==> config.mk <==
export PLATFORM = sky130hd
export DESIGN_NAME = nfc_framer
export DESIGN_NICKNAME = d
export VERILOG_FILES = /design/src/nfc_framer.v /design/src/nfc_crc16.v
export VERILOG_INCLUDE_DIRS = /design/src
export SDC_FILE = /design/constraint.sdc
export NUM_CORES = 1
export LEC_CHECK = 0
export BUFFER_PORTS_ARGS = -buffer_cell sky130_fd_sc_hd__buf_2
export CAP_MARGIN = 15
export CORE_AREA = 5 5 219 221
export DETAILED_ROUTE_END_ITERATION = 6
export DIE_AREA = 0 0 224 226
export SKIP_CTS_REPAIR_TIMING = 1
export SYNTH_ARGS = -nofsm -noshare
export SYNTH_HDL_FRONTEND = slang
export SYNTH_SLANG_ARGS = --single-unit
export TNS_END_PERCENT = 1
==> constraint.sdc <==
create_clock -name clock_i -period 4.5 [get_ports clock_i]
set_clock_uncertainty 0.05 [all_clocks]
set_input_delay 0.9 -clock clock_i [delete_from_list [all_inputs] [get_ports clock_i]]
set_output_delay 0.9 -clock clock_i [all_outputs]
set_load 0.01 [all_outputs]
==> src/nfc_framer_map.vh <==
// Function
// - Frame mode, or active above 106 kb/s: after transmit, scan receive stream for preamble
// - After sync, store length and payload; check CRC
// - Sync bytes are B2h then 4Dh
// - Field-on command: avoidance, field on, guard, done
// - External field: collision event, transmitter stays off
// - Transport framing at 106 kb/s when enabled, in 14443A or active mode
// - Transport transmit: start byte, length, data, CRC
// - Length byte equals byte count plus one
// - Transport receive: check start byte, store, check CRC
// - Bad start byte: keep storing, flag soft error
// - Active: field commands and automatic response avoidance
// - Active mode enables detector; threshold per phase
// - Active: field off after hold time
// - Preset enables amplitude channel, disables phase channel
// - Preset sets transport framing enable in active mode
// - After field off: no-response timer, timeout event
// - Target field seen: event, mask timer, then receive
// - Target field lost: event, then response field-on if automatic response is enabled, else idle
`ifndef NFC_FRAMER_MAP_VH
`define NFC_FRAMER_MAP_VH

// ----------------------------------------
// Register word indices, byte address is four times
// ----------------------------------------
`define REG_MODE 5'h00
`define REG_SETUP 5'h01
`define REG_TXCOUNT 5'h02
`define REG_CMD 5'h03
`define REG_FIFO 5'h04
`define REG_TIMER 5'h05
`define REG_EVENT 5'h06
`define REG_STATUS 5'h07

// ----------------------------------------
// Field positions and encodings
// ----------------------------------------
`define MODE_14443A 2'h0
`define MODE_FRAME 2'h1
`define MODE_ACTIVE 2'h2
`define CMD_INIT_FIELD_ON 3'h1
`define CMD_RESP_FIELD_ON 3'h2
`define CMD_TX_WITH_CRC 3'h3
`define CMD_ANALOG_PRESET 3'h4
`define EV_CAT 0
`define EV_CAC 1
`define EV_SOFT_FRAME 2
`define EV_NRE 3
`define EV_EON 4
`define EV_EOF 5
`define EV_RX_END 6
`define EV_CRC_ERR 7
`define EV_TX_END 8

// ----------------------------------------
// Frame bytes and reset values
// ----------------------------------------
`define SYNC_BYTE_1 8'hb2
`define SYNC_BYTE_2 8'h4d
`define START_BYTE 8'hf0
`define PREAMBLE_BYTES 8'h06
`define CRC_PRESET_106 16'h6363
`define CRC_PRESET_212 16'h0000
`define RST_HOLD 8'h10
`define RST_MRT 8'h10
`define RST_NRT 16'h0400

// ----------------------------------------
// Timing counts in clock cycles
// ----------------------------------------
`define CA_CYCLES 16'h0040
`define IRFG_CYCLES 16'h0080
`define ARFG_CYCLES 16'h0040

`endif

==> src/nfc_framer.v <==
// Decided for this implementation: the register addresses and the AHB-Lite interface to the registers.
`timescale 1ns/10ps
`include "nfc_framer_map.vh"
module nfc_framer #(
	parameter FIFO_AW = 5,
	parameter CA_CYCLES = `CA_CYCLES,
	parameter IRFG_CYCLES = `IRFG_CYCLES,
	parameter ARFG_CYCLES = `ARFG_CYCLES
) (
	// Clock and reset
	input wire clock_i,
	input wire rst_n_i,
	// AHB-Lite slave
	input wire hsel_i,
	input wire [31:0] haddr_i,
	input wire [1:0] htrans_i,
	input wire hwrite_i,
	input wire [2:0] hsize_i,
	input wire [31:0] hwdata_i,
	input wire hready_i,
	output reg [31:0] hrdata_o,
	output wire hreadyout_o,
	output wire hresp_o,
	// RF field control
	input wire ext_field_i,
	output reg tx_en_o,
	output reg ca_threshold_sel_o,
	output reg field_detector_enable_o,
	output reg am_channel_en_o,
	output reg pm_channel_en_o,
	// Transmit byte stream to modulator
	output reg [7:0] tx_data_o,
	output wire tx_valid_o,
	input wire tx_ready_i,
	// Receive byte stream from demodulator
	input wire [7:0] rx_data_i,
	input wire rx_valid_i,
	input wire rx_end_i,
	output wire rx_active_o
);

	localparam DEPTH = 1 << FIFO_AW;
	// Sequencer states
	localparam S_IDLE = 3'd0, S_CA = 3'd1, S_GUARD = 3'd2, S_TX = 3'd3;
	localparam S_HOLD = 3'd4, S_NRT = 3'd5, S_MRT = 3'd6, S_RX = 3'd7;
	// Transmit framer states
	localparam T_IDLE = 4'd0, T_PRE = 4'd1, T_SYNC1 = 4'd2, T_SYNC2 = 4'd3, T_SB = 4'd4;
	localparam T_LEN = 4'd5, T_DATA = 4'd6, T_CRC1 = 4'd7, T_CRC2 = 4'd8;
	// Receive framer states
	localparam R_IDLE = 3'd0, R_HUNT = 3'd1, R_SYNC2 = 3'd2, R_SB = 3'd3;
	localparam R_LEN = 3'd4, R_DATA = 3'd5, R_CHECK = 3'd6, R_RAW = 3'd7;

	// ----------------------------------------
	// Bus slave
	// ----------------------------------------
	reg [1:0] ph; // Data phase step: 0 none, 1 wait, 2 done
	reg [4:0] a_idx; // Latched word index
	reg a_wr; // Latched direction
	wire wr = (ph == 2'd1) && a_wr;
	wire rd = (ph == 2'd1) && !a_wr;

	assign hreadyout_o = (ph != 2'd1);
	assign hresp_o = 1'b0;

	// Address phase capture, one wait state per transfer
	always @(posedge clock_i) begin
		if (!rst_n_i) begin
			ph <= 2'd0;
			a_idx <= 5'h00;
			a_wr <= 1'b0;
		end else if (hsel_i && htrans_i[1] && hready_i) begin
			ph <= 2'd1;
			a_idx <= haddr_i[6:2];
			a_wr <= hwrite_i;
		end else if (ph == 2'd1) begin
			ph <= 2'd2;
		end else if (hready_i) begin
			ph <= 2'd0;
		end
	end

	// ----------------------------------------
	// Configuration registers
	// ----------------------------------------
	reg [1:0] mode; // Operating mode
	reg [1:0] rate; // 0 fc/128, 1 fc/64, 2 fc/32
	reg targ; // Target mode bit, kept for host readback
	reg auto_response_ca_enable;
	reg response_slot_count_lo;
	reg response_slot_count_hi;
	reg transport_frame_106_enable;
	reg [7:0] tx_count; // Bytes taken from FIFO per frame
	reg [7:0] hold_t; // Field hold after a message
	reg [7:0] mrt_t; // Mask receive time
	reg [15:0] nrt_t; // No-response time
	reg [8:0] events; // Sticky event flags
	reg [8:0] ev_seq; // Event pulses from sequencer
	reg [8:0] ev_rx; // Event pulses from receiver

	wire [2:0] cmd = (wr && a_idx == `REG_CMD) ? hwdata_i[2:0] : 3'h0;
	wire active = (mode == `MODE_ACTIVE);
	wire framed = (mode == `MODE_FRAME) || (active && rate != 2'h0);
	wire tf = transport_frame_106_enable && rate == 2'h0 && (mode == `MODE_14443A || active);

	// Register writes and command side effects
	always @(posedge clock_i) begin
		if (!rst_n_i) begin
			mode <= `MODE_14443A;
			rate <= 2'h0;
			targ <= 1'b0;
			auto_response_ca_enable <= 1'b0;
			response_slot_count_lo <= 1'b0;
			response_slot_count_hi <= 1'b0;
			transport_frame_106_enable <= 1'b0;
			field_detector_enable_o <= 1'b0;
			am_channel_en_o <= 1'b0;
			pm_channel_en_o <= 1'b0;
			tx_count <= 8'h00;
			hold_t <= `RST_HOLD;
			mrt_t <= `RST_MRT;
			nrt_t <= `RST_NRT;
		end else begin
			if (wr && a_idx == `REG_MODE) begin
				mode <= hwdata_i[1:0];
				rate <= hwdata_i[3:2];
				targ <= hwdata_i[4];
				auto_response_ca_enable <= hwdata_i[5];
				response_slot_count_lo <= hwdata_i[6];
				response_slot_count_hi <= hwdata_i[7];
				if (hwdata_i[1:0] == `MODE_ACTIVE) begin
					field_detector_enable_o <= 1'b1;
				end
			end
			if (wr && a_idx == `REG_SETUP) begin
				transport_frame_106_enable <= hwdata_i[0];
				am_channel_en_o <= hwdata_i[1];
				pm_channel_en_o <= hwdata_i[2];
				field_detector_enable_o <= hwdata_i[3];
			end
			if (wr && a_idx == `REG_TXCOUNT) begin
				tx_count <= hwdata_i[7:0];
			end
			if (wr && a_idx == `REG_TIMER) begin
				hold_t <= hwdata_i[7:0];
				mrt_t <= hwdata_i[15:8];
				nrt_t <= hwdata_i[31:16];
			end
			if (cmd == `CMD_ANALOG_PRESET) begin
				am_channel_en_o <= 1'b1;
				pm_channel_en_o <= 1'b0;
				if (active) begin
					transport_frame_106_enable <= 1'b1;
				end
			end
		end
	end

	// Event flags: write one to clear, a new event wins over the clear
	always @(posedge clock_i) begin
		if (!rst_n_i) begin
			events <= 9'h000;
		end else if (wr && a_idx == `REG_EVENT) begin
			events <= (events & ~hwdata_i[8:0]) | ev_seq | ev_rx;
		end else begin
			events <= events | ev_seq | ev_rx;
		end
	end

	// ----------------------------------------
	// Byte FIFO shared by host, transmitter and receiver
	// ----------------------------------------
	reg [7:0] mem [0:DEPTH-1];
	reg [FIFO_AW:0] wp;
	reg [FIFO_AW:0] rp;
	reg [3:0] tstate;
	reg [2:0] rstate;
	reg rx_push; // Receiver stores current byte
	wire [FIFO_AW:0] level = wp - rp;
	wire full = (level == DEPTH[FIFO_AW:0]);
	wire tx_acc = tx_valid_o && tx_ready_i;
	wire host_push = wr && a_idx == `REG_FIFO && !full;
	wire push = (rx_push || host_push) && !full;
	wire pop = ((rd && a_idx == `REG_FIFO) || (tx_acc && tstate == T_DATA)) && (wp != rp);

	// Pointer update and storage, receiver has priority over host
	always @(posedge clock_i) begin
		if (!rst_n_i) begin
			wp <= {(FIFO_AW+1){1'b0}};
			rp <= {(FIFO_AW+1){1'b0}};
		end else begin
			if (push) begin
				mem[wp[FIFO_AW-1:0]] <= rx_push ? rx_data_i : hwdata_i[7:0];
				wp <= wp + 1'b1;
			end
			if (pop) begin
				rp <= rp + 1'b1;
			end
		end
	end

	// Read data registered in the wait cycle, unmapped reads give zero
	always @(posedge clock_i) begin
		if (!rst_n_i) begin
			hrdata_o <= 32'h00000000;
		end else if (rd) begin
			case (a_idx)
				`REG_MODE: hrdata_o <= {24'h0, response_slot_count_hi, response_slot_count_lo,
					auto_response_ca_enable, targ, rate, mode};
				`REG_SETUP: hrdata_o <= {28'h0, field_detector_enable_o, pm_channel_en_o,
					am_channel_en_o, transport_frame_106_enable};
				`REG_TXCOUNT: hrdata_o <= {24'h0, tx_count};
				`REG_FIFO: hrdata_o <= {24'h0, mem[rp[FIFO_AW-1:0]]};
				`REG_TIMER: hrdata_o <= {nrt_t, mrt_t, hold_t};
				`REG_EVENT: hrdata_o <= {23'h0, events};
				`REG_STATUS: hrdata_o <= {16'h0, {(7-FIFO_AW){1'b0}}, level, tstate, rstate, tx_en_o};
				default: hrdata_o <= 32'h00000000;
			endcase
		end
	end

	// ----------------------------------------
	// Shared CRC engine
	// ----------------------------------------
	reg tx_go; // Start of a transmit frame
	reg rx_arm; // Start of receive observation
	wire [15:0] crc;
	wire crc_tx = tx_acc && (tstate == T_LEN || tstate == T_DATA);
	wire crc_rx = rx_valid_i && (rstate == R_LEN || rstate == R_DATA);

	nfc_crc16 u_crc (
		.clock_i(clock_i),
		.rst_n_i(rst_n_i),
		.init_i(tx_go || rx_arm),
		.preset_i(framed ? `CRC_PRESET_212 : `CRC_PRESET_106),
		.en_i(crc_tx || crc_rx),
		.data_i(crc_tx ? tx_data_o : rx_data_i),
		.crc_o(crc)
	);

	// ----------------------------------------
	// Transmit framer
	// ----------------------------------------
	reg [7:0] tcnt;
	reg tx_done;
	assign tx_valid_o = (tstate != T_IDLE);

	// Byte presented for each framing step
	always @* begin
		case (tstate)
			T_PRE: tx_data_o = 8'h00;
			T_SYNC1: tx_data_o = `SYNC_BYTE_1;
			T_SYNC2: tx_data_o = `SYNC_BYTE_2;
			T_SB: tx_data_o = `START_BYTE;
			T_LEN: tx_data_o = tx_count + 8'h01;
			T_DATA: tx_data_o = mem[rp[FIFO_AW-1:0]];
			T_CRC1: tx_data_o = crc[15:8];
			T_CRC2: tx_data_o = crc[7:0];
			default: tx_data_o = 8'h00;
		endcase
	end

	// Frame sequence advances on each accepted byte
	always @(posedge clock_i) begin
		if (!rst_n_i) begin
			tstate <= T_IDLE;
			tcnt <= 8'h00;
			tx_done <= 1'b0;
		end else begin
			tx_done <= 1'b0;
			case (tstate)
				T_IDLE: begin
					if (tx_go) begin
						tcnt <= `PREAMBLE_BYTES - 8'h01;
						if (framed) begin
							tstate <= T_PRE;
						end else if (tf) begin
							tstate <= T_SB;
						end else begin
							tstate <= T_LEN;
						end
					end
				end
				T_PRE: if (tx_acc) begin
					tcnt <= tcnt - 8'h01;
					if (tcnt == 8'h00) begin
						tstate <= T_SYNC1;
					end
				end
				T_SYNC1: if (tx_acc) begin
					tstate <= T_SYNC2;
				end
				T_SYNC2, T_SB: if (tx_acc) begin
					tstate <= T_LEN;
				end
				T_LEN: if (tx_acc) begin
					tcnt <= tx_count;
					tstate <= (tx_count != 8'h00) ? T_DATA : T_CRC1;
				end
				T_DATA: if (tx_acc) begin
					tcnt <= tcnt - 8'h01;
					if (tcnt == 8'h01) begin
						tstate <= T_CRC1;
					end
				end
				T_CRC1: if (tx_acc) begin
					tstate <= T_CRC2;
				end
				T_CRC2: if (tx_acc) begin
					tstate <= T_IDLE;
					tx_done <= 1'b1;
				end
				default: tstate <= T_IDLE;
			endcase
		end
	end

	// ----------------------------------------
	// Field and response sequencer
	// ----------------------------------------
	reg fd_s1;
	reg field; // Synchronised external field level
	reg [2:0] seq;
	reg [15:0] cnt;
	reg resp; // Guard time is the active one

	// Two-stage synchroniser for the detector pin
	always @(posedge clock_i) begin
		if (!rst_n_i) begin
			fd_s1 <= 1'b0;
			field <= 1'b0;
		end else begin
			fd_s1 <= ext_field_i;
			field <= fd_s1;
		end
	end

	wire ready_cmd = (seq == S_IDLE) || (seq == S_RX && !active);

	// Collision avoidance, guard, hold and response timing
	always @(posedge clock_i) begin
		if (!rst_n_i) begin
			seq <= S_IDLE;
			cnt <= 16'h0000;
			resp <= 1'b0;
			tx_en_o <= 1'b0;
			ca_threshold_sel_o <= 1'b0;
			tx_go <= 1'b0;
			rx_arm <= 1'b0;
			ev_seq <= 9'h000;
		end else begin
			tx_go <= 1'b0;
			rx_arm <= 1'b0;
			ev_seq <= 9'h000;
			cnt <= cnt - 16'h0001;
			case (seq)
				S_IDLE, S_RX: begin
					if (ready_cmd && (cmd == `CMD_INIT_FIELD_ON || cmd == `CMD_RESP_FIELD_ON)) begin
						seq <= S_CA;
						resp <= (cmd == `CMD_RESP_FIELD_ON);
						cnt <= CA_CYCLES[15:0];
						ca_threshold_sel_o <= 1'b1;
					end else if (ready_cmd && cmd == `CMD_TX_WITH_CRC) begin
						seq <= S_TX;
						tx_go <= 1'b1;
					end else if (seq == S_RX && active && !field) begin
						ev_seq[`EV_EOF] <= 1'b1;
						if (auto_response_ca_enable) begin
							seq <= S_CA;
							resp <= 1'b1;
							cnt <= CA_CYCLES[15:0];
							ca_threshold_sel_o <= 1'b1;
						end else begin
							seq <= S_IDLE;
						end
					end else if (seq == S_RX && !active && rstate == R_IDLE) begin
						seq <= S_IDLE;
					end
				end
				S_CA: begin
					if (field) begin
						ev_seq[`EV_CAC] <= 1'b1;
						ca_threshold_sel_o <= 1'b0;
						seq <= S_IDLE;
					end else if (cnt == 16'h0000) begin
						tx_en_o <= 1'b1;
						cnt <= resp ? ARFG_CYCLES[15:0] : IRFG_CYCLES[15:0];
						seq <= S_GUARD;
					end
				end
				S_GUARD: if (cnt == 16'h0000) begin
					ev_seq[`EV_CAT] <= 1'b1;
					ca_threshold_sel_o <= 1'b0;
					seq <= S_IDLE;
				end
				S_TX: if (tx_done) begin
					ev_seq[`EV_TX_END] <= 1'b1;
					if (active) begin
						cnt <= {8'h00, hold_t};
						seq <= S_HOLD;
					end else begin
						rx_arm <= 1'b1;
						seq <= S_RX;
					end
				end
				S_HOLD: if (cnt == 16'h0000) begin
					tx_en_o <= 1'b0;
					cnt <= nrt_t;
					seq <= S_NRT;
				end
				S_NRT: begin
					if (field) begin
						ev_seq[`EV_EON] <= 1'b1;
						cnt <= {8'h00, mrt_t};
						seq <= S_MRT;
					end else if (cnt == 16'h0000) begin
						ev_seq[`EV_NRE] <= 1'b1;
						seq <= S_IDLE;
					end
				end
				S_MRT: if (cnt == 16'h0000) begin
					rx_arm <= 1'b1;
					seq <= S_RX;
				end
				default: seq <= S_IDLE;
			endcase
		end
	end

	// ----------------------------------------
	// Receive framer
	// ----------------------------------------
	reg [8:0] rcnt; // Bytes left: payload plus two CRC bytes
	reg zero_seen; // Preamble byte seen just before
	assign rx_active_o = (rstate != R_IDLE);

	// Store decision for the incoming byte
	always @* begin
		case (rstate)
			R_LEN: rx_push = rx_valid_i;
			R_DATA: rx_push = rx_valid_i && (rcnt > 9'd2);
			R_RAW: rx_push = rx_valid_i;
			default: rx_push = 1'b0;
		endcase
	end

	// Preamble hunt, sync and start byte checks, length count
	always @(posedge clock_i) begin
		if (!rst_n_i) begin
			rstate <= R_IDLE;
			rcnt <= 9'h000;
			zero_seen <= 1'b0;
			ev_rx <= 9'h000;
		end else begin
			ev_rx <= 9'h000;
			case (rstate)
				R_IDLE: if (rx_arm) begin
					zero_seen <= 1'b0;
					rstate <= framed ? R_HUNT : (tf ? R_SB : R_RAW);
				end
				R_HUNT: if (rx_valid_i) begin
					zero_seen <= (rx_data_i == 8'h00);
					if (zero_seen && rx_data_i == `SYNC_BYTE_1) begin
						rstate <= R_SYNC2;
					end
				end
				R_SYNC2: if (rx_valid_i) begin
					rstate <= (rx_data_i == `SYNC_BYTE_2) ? R_LEN : R_HUNT;
				end
				R_SB: if (rx_valid_i) begin
					if (rx_data_i != `START_BYTE) begin
						ev_rx[`EV_SOFT_FRAME] <= 1'b1;
					end
					rstate <= R_LEN;
				end
				R_LEN: if (rx_valid_i) begin
					rcnt <= {1'b0, rx_data_i} + 9'd1;
					rstate <= R_DATA;
				end
				R_DATA: if (rx_valid_i) begin
					rcnt <= rcnt - 9'd1;
					if (rcnt == 9'd1) begin
						rstate <= R_CHECK;
					end
				end
				R_CHECK: begin
					ev_rx[`EV_RX_END] <= 1'b1;
					ev_rx[`EV_CRC_ERR] <= (crc != 16'h0000);
					rstate <= R_IDLE;
				end
				R_RAW: if (rx_end_i) begin
					ev_rx[`EV_RX_END] <= 1'b1;
					rstate <= R_IDLE;
				end
				default: rstate <= R_IDLE;
			endcase
		end
	end

endmodule

==> src/nfc_crc16.v <==
`timescale 1ns/10ps
module nfc_crc16 (
	// Clock and reset
	input wire clock_i,
	input wire rst_n_i,
	// Control
	input wire init_i,
	input wire [15:0] preset_i,
	input wire en_i,
	input wire [7:0] data_i,
	// Result
	output reg [15:0] crc_o
);

	// Bytewise CRC-16, polynomial 1021h, most significant bit first
	function [15:0] crc_step;
		input [15:0] c;
		input [7:0] d;
		integer i;
		reg [15:0] r;
		begin
			r = c ^ {d, 8'h00};
			for (i = 0; i < 8; i = i + 1) begin
				r = r[15] ? ({r[14:0], 1'b0} ^ 16'h1021) : {r[14:0], 1'b0};
			end
			crc_step = r;
		end
	endfunction

	// Load preset at frame start, fold in each byte
	always @(posedge clock_i) begin
		if (!rst_n_i) begin
			crc_o <= 16'h0000;
		end else if (init_i) begin
			crc_o <= preset_i;
		end else if (en_i) begin
			crc_o <= crc_step(crc_o, data_i);
		end
	end

endmodule

# After elaboration in Yosys (flattened, before gate mapping)

Memory sizes are Yosys's and may differ from the RTL's. A register that Yosys moved wholly into a read port is not among the register bits.
Cells that the tools add are included.

$add $sub $neg: 8
Equality and inequality tests: 78
Multiplexer cells: 120
Reductions and logical operators: 97
Shift-type cells: 0
Multiply operators: 0
Bitwise operators: 18
Magnitude comparators: 1
Div/mod/pow operators: 0

Operators by type and width:

| operator             | number |
|---|---|
| $pmux W32 S7         | 1 |
| $mux W16             | 12 |
| $mux W13             | 8 |
| $pmux W16 S5         | 1 |
| $mux W3              | 25 |
| $pmux W8 S7          | 1 |
| $ne A2 B2 Y1 const B | 25 |
| $mux W8              | 6 |
| $mux W4              | 10 |
| $mux W1              | 36 |
| $or A9 B9 Y9         | 4 |
| $pmux W4 S8          | 1 |
| $logic_and A1 B1 Y1  | 30 |
| $eq A3 B3 Y1 const B | 9 |
| $mux W9              | 3 |
| $not A3 Y3           | 8 |
| $pmux W3 S8          | 1 |
| $pmux W8 S3          | 1 |
| $reduce_bool A2 Y1   | 11 |
| $pmux W3 S7          | 1 |
| $eq A5 B3 Y1 const B | 4 |
| $eq A3 B2 Y1 const B | 6 |
| $pmux W9 S2          | 1 |
| $eq A4 B3 Y1 const B | 4 |
| other kinds (57)     | 113 |

Latch bits: 0
ROM bits: 0
Memories: 1
Bits in registers: 199
Memory bits (writable): 256

Memories:

| memory | words | width | read ports | clocked after memory_dff | wr ports | RTL line         | source |
|---|---|---|---|---|---|---|---|
| mem    | 32    | 8     | 1          | 1                        | 1        | nfc_framer.v:172 | `reg [7:0] mem [0:DEPTH-1];` |

# Longest topological paths before layout

Gate-level depths: netlist (run 1).

Depth after elaboration: 23
Gate-level depth with buffers: 13

# Hierarchy

From an unflattened synthesis (run 1), not the netlist that was laid out.

Cell total of the unflattened synthesis: 1838
Area total of the unflattened synthesis: 20546.0 sq um

By module, submodules not included:

| module     | times used | cells an instance | seq. area each (sq um) | area an instance (sq um) |
|---|---|---|---|---|
| nfc_framer | 1          | 1739              | 11270.8                | 19613.8 |
| nfc_crc16  | 1          | 99                | 320.3                  | 932.1 |

# Worst setup path after synthesis (run 1)

No wires, ideal clock.

Kind: register to register
Start point: register wp[0]
End point: memory mem[31][0] (enable)
Arrival: 2.820 ns
Path buffers: 0
Setup time: 0.370 ns
Cell stages (with the launch flop): 12
Clock period less this slack: 3.240 ns
Setup slack: 1.260 ns
Cells stage by stage: dfxtp_1 -> inv_1 -> ha_1 -> fa_1 -> o21ai_0 -> a21oi_1 -> xnor2_1 -> nor3_1 -> a32oi_1 -> and2_1 -> nand2_1 -> nor2_1

Cells in the longest elaborated chain, start to end: 9

RTL lines:

| element                | RTL line                           | source |
|---|---|---|
| start, declared        | nfc_framer.v:173                   | `reg [FIFO_AW:0] wp;` |
| start signal, assigned | nfc_framer.v:188                   | `wp <= {(FIFO_AW+1){1'b0}};` |
| start signal, assigned | nfc_framer.v:193                   | `wp <= wp + 1'b1;` |
| $sub A6 B6 Y6          | nfc_framer.v:178                   | `wire [FIFO_AW:0] level = wp - rp;` |
| $eq A6 B6 Y1           | nfc_framer.v:179                   | `wire full = (level == DEPTH[FIFO_AW:0]);` |
| $logic_not A1 Y1       | nfc_framer.v:181, nfc_framer.v:182 |  |
| $logic_and A1 B1 Y1    | nfc_framer.v:181                   | `` wire host_push = wr && a_idx == `REG_FIFO && !full; `` |
| $logic_or A1 B1 Y1     | nfc_framer.v:182                   | `wire push = (rx_push \|\| host_push) && !full;` |
| $logic_and A1 B1 Y1    | nfc_framer.v:182                   |  |
| $mux W1                | nfc_framer.v:191                   | `if (push) begin` |
| $mux W1                | nfc_framer.v:187                   | `if (!rst_n_i) begin` |
| $mux W1                | nfc_framer.v:192                   | `mem[wp[FIFO_AW-1:0]] <= rx_push ? rx_data_i : hwdata_i[7:0];` |
| end, declared          | nfc_framer.v:172                   |  |

Parallel ways exist; a longest one is shown, timed or not.

==> summary.txt, run 1 <==
Floorplan
  – Initial Util: 44.3%
  – I/O pin cnt: 135
  – Core region area: 46000 sq um
  – Die Area: 50600 sq um
  – DIE WIDTH: 224 microns
  – Die Ht: 226 microns
  – # rows: 79

Finish
  – Area growth from synthesis to layout: 15.0%
  – Most common cell after layout, fill and taps aside: edfxtp_1
  – Most frequent cells in the layout: edfxtp_1, nor2_1, nand2_1, dfxtp_1, a21oi_1
  – Post-Route Utilization: 50.9%
  – Ant. Diodes: 0
  – Final nets: 2002
  – Fraction of layout cells with a size suffix above 1: 18.1%

Hold path
  – Hold wc startpoint: ev_seq[8]
  – Type of the most critical hold path: reg -> reg
  – Hold path cells: 2

Critical path
  – R2R cell count: 9
  – Reg-to-Reg End: u_crc.crc_o[8]
  – Top cell family by delay on the critical path: multiplexers
  – Worst path bufs/invs: 1
  – CP max stage delay: 630 ps
  – CP Class: reg -> out
  – Worst setup SP type: flip-flop
  – Setup crit end: tx_data_o[3]
  – Crit path cell chain: mux4_2 > mux4_2 > mux2i_1 > o221ai_1 > buf_2
  – R2R setup slack: 740 ps
  – Slowest CP cell: dfxtp_4
  – CP arrival: 3450 ps
  – Most frequent CP cell: mux4_2
  – CP Capture Type: output pin
  – Critical path data required time: 3550 ps
  – Path length in cells of the critical path: 5
  – Crit Path Max Fanout: 24

Yosys
  – Post-synthesis cell count: 1784
  – Largest cells by area after synthesis: edfxtp_1, dfxtp_1, mux4_2
  – FFs w/ async S/R, synth: 0%
  – Area share of fa/ha/maj cells after synthesis: 1.51%
  – Synth Area in Simple Gates: 14.0%
  – Synth unique cells: 76
  – Compound-cell area share of the yosys netlist: 11.2%
  – Mapped Area: 20400 sq um
  – Xor and xnor area share after synthesis: 2.77%
  – Main combinational cell family by area after synthesis: simple AND/OR/NAND/NOR gates
  – Synth Warn #: 0
  – Syn Area/Cell: 11.4 sq um
  – Multiplexer area fraction after synthesis: 10.6%
  – #FFs+latches synth: 451
  – Seq/Total Area, Yosys: 56.9%
  – Syn nets: 1894
  – Largest area contributor in the netlist: edfxtp_1
  – Number of flops mapped to enable cells by yosys: 256
  – Synth Flop Type: edfxtp_1
  – Synth top area share: 37.8%

Timing
  – Max Clk Rate: 227 MHz
  – Fin. Hold Viols: 0
  – Final setup TNS: 0 ps
  – RSZ-0062 raised after global routing: false
  – Min cycle time layout: 4400 ps
  – Headroom to the max-slew limit: 34.3%
  – Period utilization: 97.7%
  – Worst Tran Pin Value: 978 ps
  – Setup Viol. Count Final: 0
  – Slew Viols, Final: 0

CTS
  – Skew-Pair Late Insertion Delay: 610 ps
  – Htree depth: 2
  – CTS tree: done
  – Clock root cell: clkbuf_16
  – CTS Buffer Depth: 3
  – Clk slew on worst S/H paths: 60 ps
  – CTS Sinks: 451
  – Total CTS buffers: 49

Place
  – I/O Buffers: 102
  – Final Wtd Congestion: 0.892
  – DP HPWL: 38100 microns

Detailed routing
  – Total routed wirelength: 55800 microns
  – Vias per cell: 5.83
  – Number of nets with antenna violations after routing: 0
  – DRC violations left: 0
  – First DRT Iteration DRCs: 1752
  – DRT Pass-1 Iters: 7
  – Vias: 14800
  – Drt wl/cell: 22.0 microns

Power and ir drop
  – Power Dens Cells: 454 nW/um^2
  – Sw Ratio: 28.1%
  – Leakage: 7.96 nW
  – Part of the power in registers: 45.0%
  – Max IR drop VDD: 0.297 mV
  – Psw: 0.00299 W
  – Comb pwr share: 16.6%
  – Power, Total: 0.0106 W
  – P_int: 0.00764 W
  – Clk pwr share: 38.4%

Status
  – Status: finished, final reports clean

Global routing
  – Vias in the first global route: 14100
  – Initial antenna violation count: 1
  – All-Layer GR Usage: 21.5%
  – Largest net degree at the start of global routing: 152
  – Gr ovfl total: 0
  – First-pass GRT wire length: 84900 microns

Flow run
  – Max_cap viols: 0
[flip-flops by register name (all words and copies together) (netlist names), 8 cells and up, named ones only]
name,cells
u_crc.crc_o,16
rcnt,9
mem,256
nrt_t,16
hrdata_o,32
cnt,16
events,9
tcnt,8
mrt_t,8
tx_count,8
hold_t,8
[power groups by stage]
stage	Sequential (W)	Combinational [W]	Clock, W
floorplan	0.00472	0.00133	0
global placement	0.00486	0.00172	0
detailed placement	0.00486	0.00174	0
CTS	0.00477	0.00175	0.00418
global route	0.00480	0.00195	0.00435
finish	0.00478	0.00176	0.00409
[layer usage]
layer / GRT usage, % / part of all wire (%) / up-vias
met1: 29.4 / 42 / 7261
li1: - / - / 6831
met3: 4.55 / 7.1 / 133
met2: 34.5 / 47 / 582
met4: 7.41 / 3.4 / 0
met5: 0 / 0 / -
[worst register-to-register path: cells and delay by family (launching register included)]
family | cells | cell delay [ps]
muxes | 4 | 1850
DFF | 1 | 630
and+or+nand+nor | 1 | 380
xor gates and xnor gates | 2 | 330
AOI/OAI and AO/OA | 2 | 450
[cell usage after synthesis (all sizes together) (3+ instances only)]
master    n
nand2b   23
and3     16
ha       23
nand3    46
o211ai    8
a21oi   121
o31ai     4
nor2b    17
o22ai     7
a221oi    7
nand3b    6
nor2    193
a211o     4
inv      34
or3      13
a211oi   19
nor4     18
a32oi     8
a21o      5
mux4     66
mux2     15
nand4    16
or2       6
and4      4
xor2     25
clkbuf   90
nor3     37
buf      21
mux2i    47
edfxtp  256
o221ai    6
a22oi    52
nand2   192
o211a     3
and2     14
xnor2    35
or4       3
dfxtp   195
a31oi    18
a22o      3
nor4b     4
o21a     10
o21ai    65
[area by class of cell]
type	instances	area, sq um
fill	4037	22500
sequential	451	11600
multi-input combinational	1188	8170
clock buffer	63	1340
timing repair buffer	168	1100
tap	607	759
clock inverter	27	322
inverter	34	130
[through the flow]
stage,hold WS [ps],setup slack (ps),cell area (sq um),std cells
CTS,395,-107,23400,2536
detailed placement,382,558,21700,2446
global placement,371,573,21700,2446
finish,393,103,23400,2538
global route,408,63.1,23400,2538
floorplan,362,1260,20400,1784
[logic make-up (layout without fill, tap and decap cells)]
kind of cell	after synthesis	after routing
multiplexers	128	128
adder cells (fa/ha/maj)	24	24
buffers and inverters	145	292
AO/OA/AOI/OAI	359	359
flip-flops	451	451
XOR/XNOR	60	60
AND/OR/NAND/NOR	616	616
other	1	1
[worst min-delay path by stage]
stage / to
3_5_place_dp: events[8]
6_report: events[8]
4_1_cts: events[8]
3_3_place_gp: events[8]
5_1_grt: events[8]
2_1_floorplan: field
Note: power is estimated with default switching activity, not from simulation.
==> run 2, diff against run 1 <==
--- a/config.mk
+++ b/config.mk
@@ -11,6 +11,7 @@
 export CORE_AREA = 5 5 219 221
 export DETAILED_ROUTE_END_ITERATION = 6
 export DIE_AREA = 0 0 224 226
+export MAX_ROUTING_LAYER = met4
 export SKIP_CTS_REPAIR_TIMING = 1
 export SYNTH_ARGS = -nofsm -noshare
 export SYNTH_HDL_FRONTEND = slang
==> run 2 against run 1 <==
  * Sequential power barely moved
  * Register-to-register slack got worse by 30 ps
  * Cell area fell by 0.26%
  * Maximum frequency rose by 1.9%
  * Worst setup slack improved by 84 ps
  * First-iteration DRC count fell by 4.6%
  * Largest cell class unchanged
  * Highest routed layer unchanged
==> summary.txt, run 2 (synthesized netlist as in run 1, its figures left out) <==
Status
  – Status: finished, final reports clean

Finish
  – Fill cells: 4055
  – Final nets: 2003
  – Max reg flops: 256
  – Multi-input gate area: 8180 sq um
  – Most common cell after layout, fill and taps aside: edfxtp_1
  – Ant. Diodes: 0
  – Count of non-filler cells in the finished layout: 2540
  – Most frequent cells in the layout: edfxtp_1, nor2_1, nand2_1, dfxtp_1, a21oi_1
  – Register area: 11600 sq um
  – Fraction of layout cells with a size suffix above 1: 18.2%
  – Area growth from synthesis to layout: 14.7%

Critical path
  – Crit Path Max Fanout: 23
  – CP arrival: 3360 ps
  – Most frequent CP cell: mux4_2
  – CP Capture Type: output pin
  – Crit path cell chain: mux4_2 > mux4_2 > mux2i_1 > o221ai_1 > buf_2
  – CP Class: reg -> out
  – Slowest CP cell: dfxtp_4
  – Critical path data required time: 3550 ps
  – Worst setup SP type: flip-flop
  – R2R cell count: 13
  – CP max stage delay: 600 ps

Floorplan
  – # rows: 79
  – Die Ht: 226 microns
  – I/O pin cnt: 135
  – DIE WIDTH: 224 microns
  – Initial Util: 44.3%
  – Core region area: 46000 sq um
  – Die Area: 50600 sq um

Timing
  – Final setup TNS: 0 ps
  – Slew Viols, Final: 0
  – Period utilization: 95.9%
  – Min cycle time layout: 4310 ps
  – Setup Viol. Count Final: 0
  – Final worst slack: 187 ps
  – RSZ-0062 raised after global routing: false
  – Worst Tran Pin Value: 929 ps
  – Headroom to the max-slew limit: 37.6%
  – Fin. Hold Viols: 0
  – Max Clk Rate: 232 MHz

Hold path
  – Hold path cells: 2
  – Type of the most critical hold path: reg -> reg

Power and ir drop
  – Power Dens Cells: 450 nW/um^2
  – Max IR drop VDD: 0.316 mV
  – Leakage: 7.94 nW
  – Power, Total: 0.0105 W

CTS
  – CTS Sinks: 451
  – CTS tree: done
  – Total CTS buffers: 49
  – CTS Buffer Depth: 3
  – Clk slew on worst S/H paths: 60 ps
  – Clock root cell: clkbuf_16
  – Skew-Pair Late Insertion Delay: 600 ps
  – Htree depth: 2

Global routing
  – All-Layer GR Usage: 22.3%
  – Largest net degree at the start of global routing: 90
  – First-pass GRT wire length: 85600 microns
  – Gr ovfl total: 0
  – Vias in the first global route: 14200
  – Initial antenna violation count: 1

Detailed routing
  – Number of nets with antenna violations after routing: 0
  – Drt wl/cell: 22.1 microns
  – DRT Pass-1 Iters: 5
  – DRC violations left: 0
  – Total routed wirelength: 56000 microns
  – First DRT Iteration DRCs: 1672
  – Vias: 14900
  – Vias per cell: 5.85

Place
  – DP HPWL: 38300 microns
  – Placed cell count: 2447
  – Final Wtd Congestion: 0.908
  – I/O Buffers: 102
  – Post-place setup slack: 625 ps

Flow run
  – Max_cap viols: 0
run 2: changes by cell type in the layout (fill, tap and decap cells not counted), moves of 3 or more:
cell      before  now
clkinv_1       8    4
clkbuf_1       8   14
clkinv_2       3    9
clkbuf_8       6    3
run 2: critical path: cells and delay by family, from the launching register on:
family                 cells  cell delay (ps)
muxes                      3             1550
DFF                        1              600
AOI/OAI and AO/OA          1              350
buffers and inverters      1              240
run 2: cell type report:
class	count	area share, %
clock buffer	66	5.65
clock inverter	25	1.15
inverter	34	0.557
multi-input combinational	1188	35.0
sequential	451	49.7
tap	607	3.25
timing repair buffer	169	4.72
run 2: metal layers:
metal  GRT usage [%]  up-vias  wire (microns)  part of all wire, %
li1                -     6821               -                    -
met1            30.1     7337           24200                   43
met2            35.2      583           26600                   47
met3            3.05      113            3610                  6.4
met4            7.13        0            1650                  2.9
met5               -        -               0                    0
run 2: per-stage QoR:
step	hold slack, ps	utilization (%)	cell area, sq um
3_5_place_dp	379	47.2	21700
3_3_place_gp	375	47.2	21700
6_report	400	50.8	23400
4_1_cts	400	50.7	23300
2_1_floorplan	362	-	20400
5_1_grt	426	50.8	23400
run 2: final timing paths:
| path | start | end | slack [ps] |
|---|---|---|---|
| max | flip-flop | tx_data_o[3] | 190 |
| min | hrdata_o[4] | hrdata_o[4] | 400 |
| max reg2reg | wp[0] | mem[9][6] | 710 |
| min reg2reg | hrdata_o[4] | hrdata_o[4] | 400 |
run 2: where the power goes:
group	total, W	switching (W)	internal [W]
logic	0.00176	0.00107	0.000692
clock network	0.00395	0.00169	0.00226
registers	0.00479	0.000253	0.00454
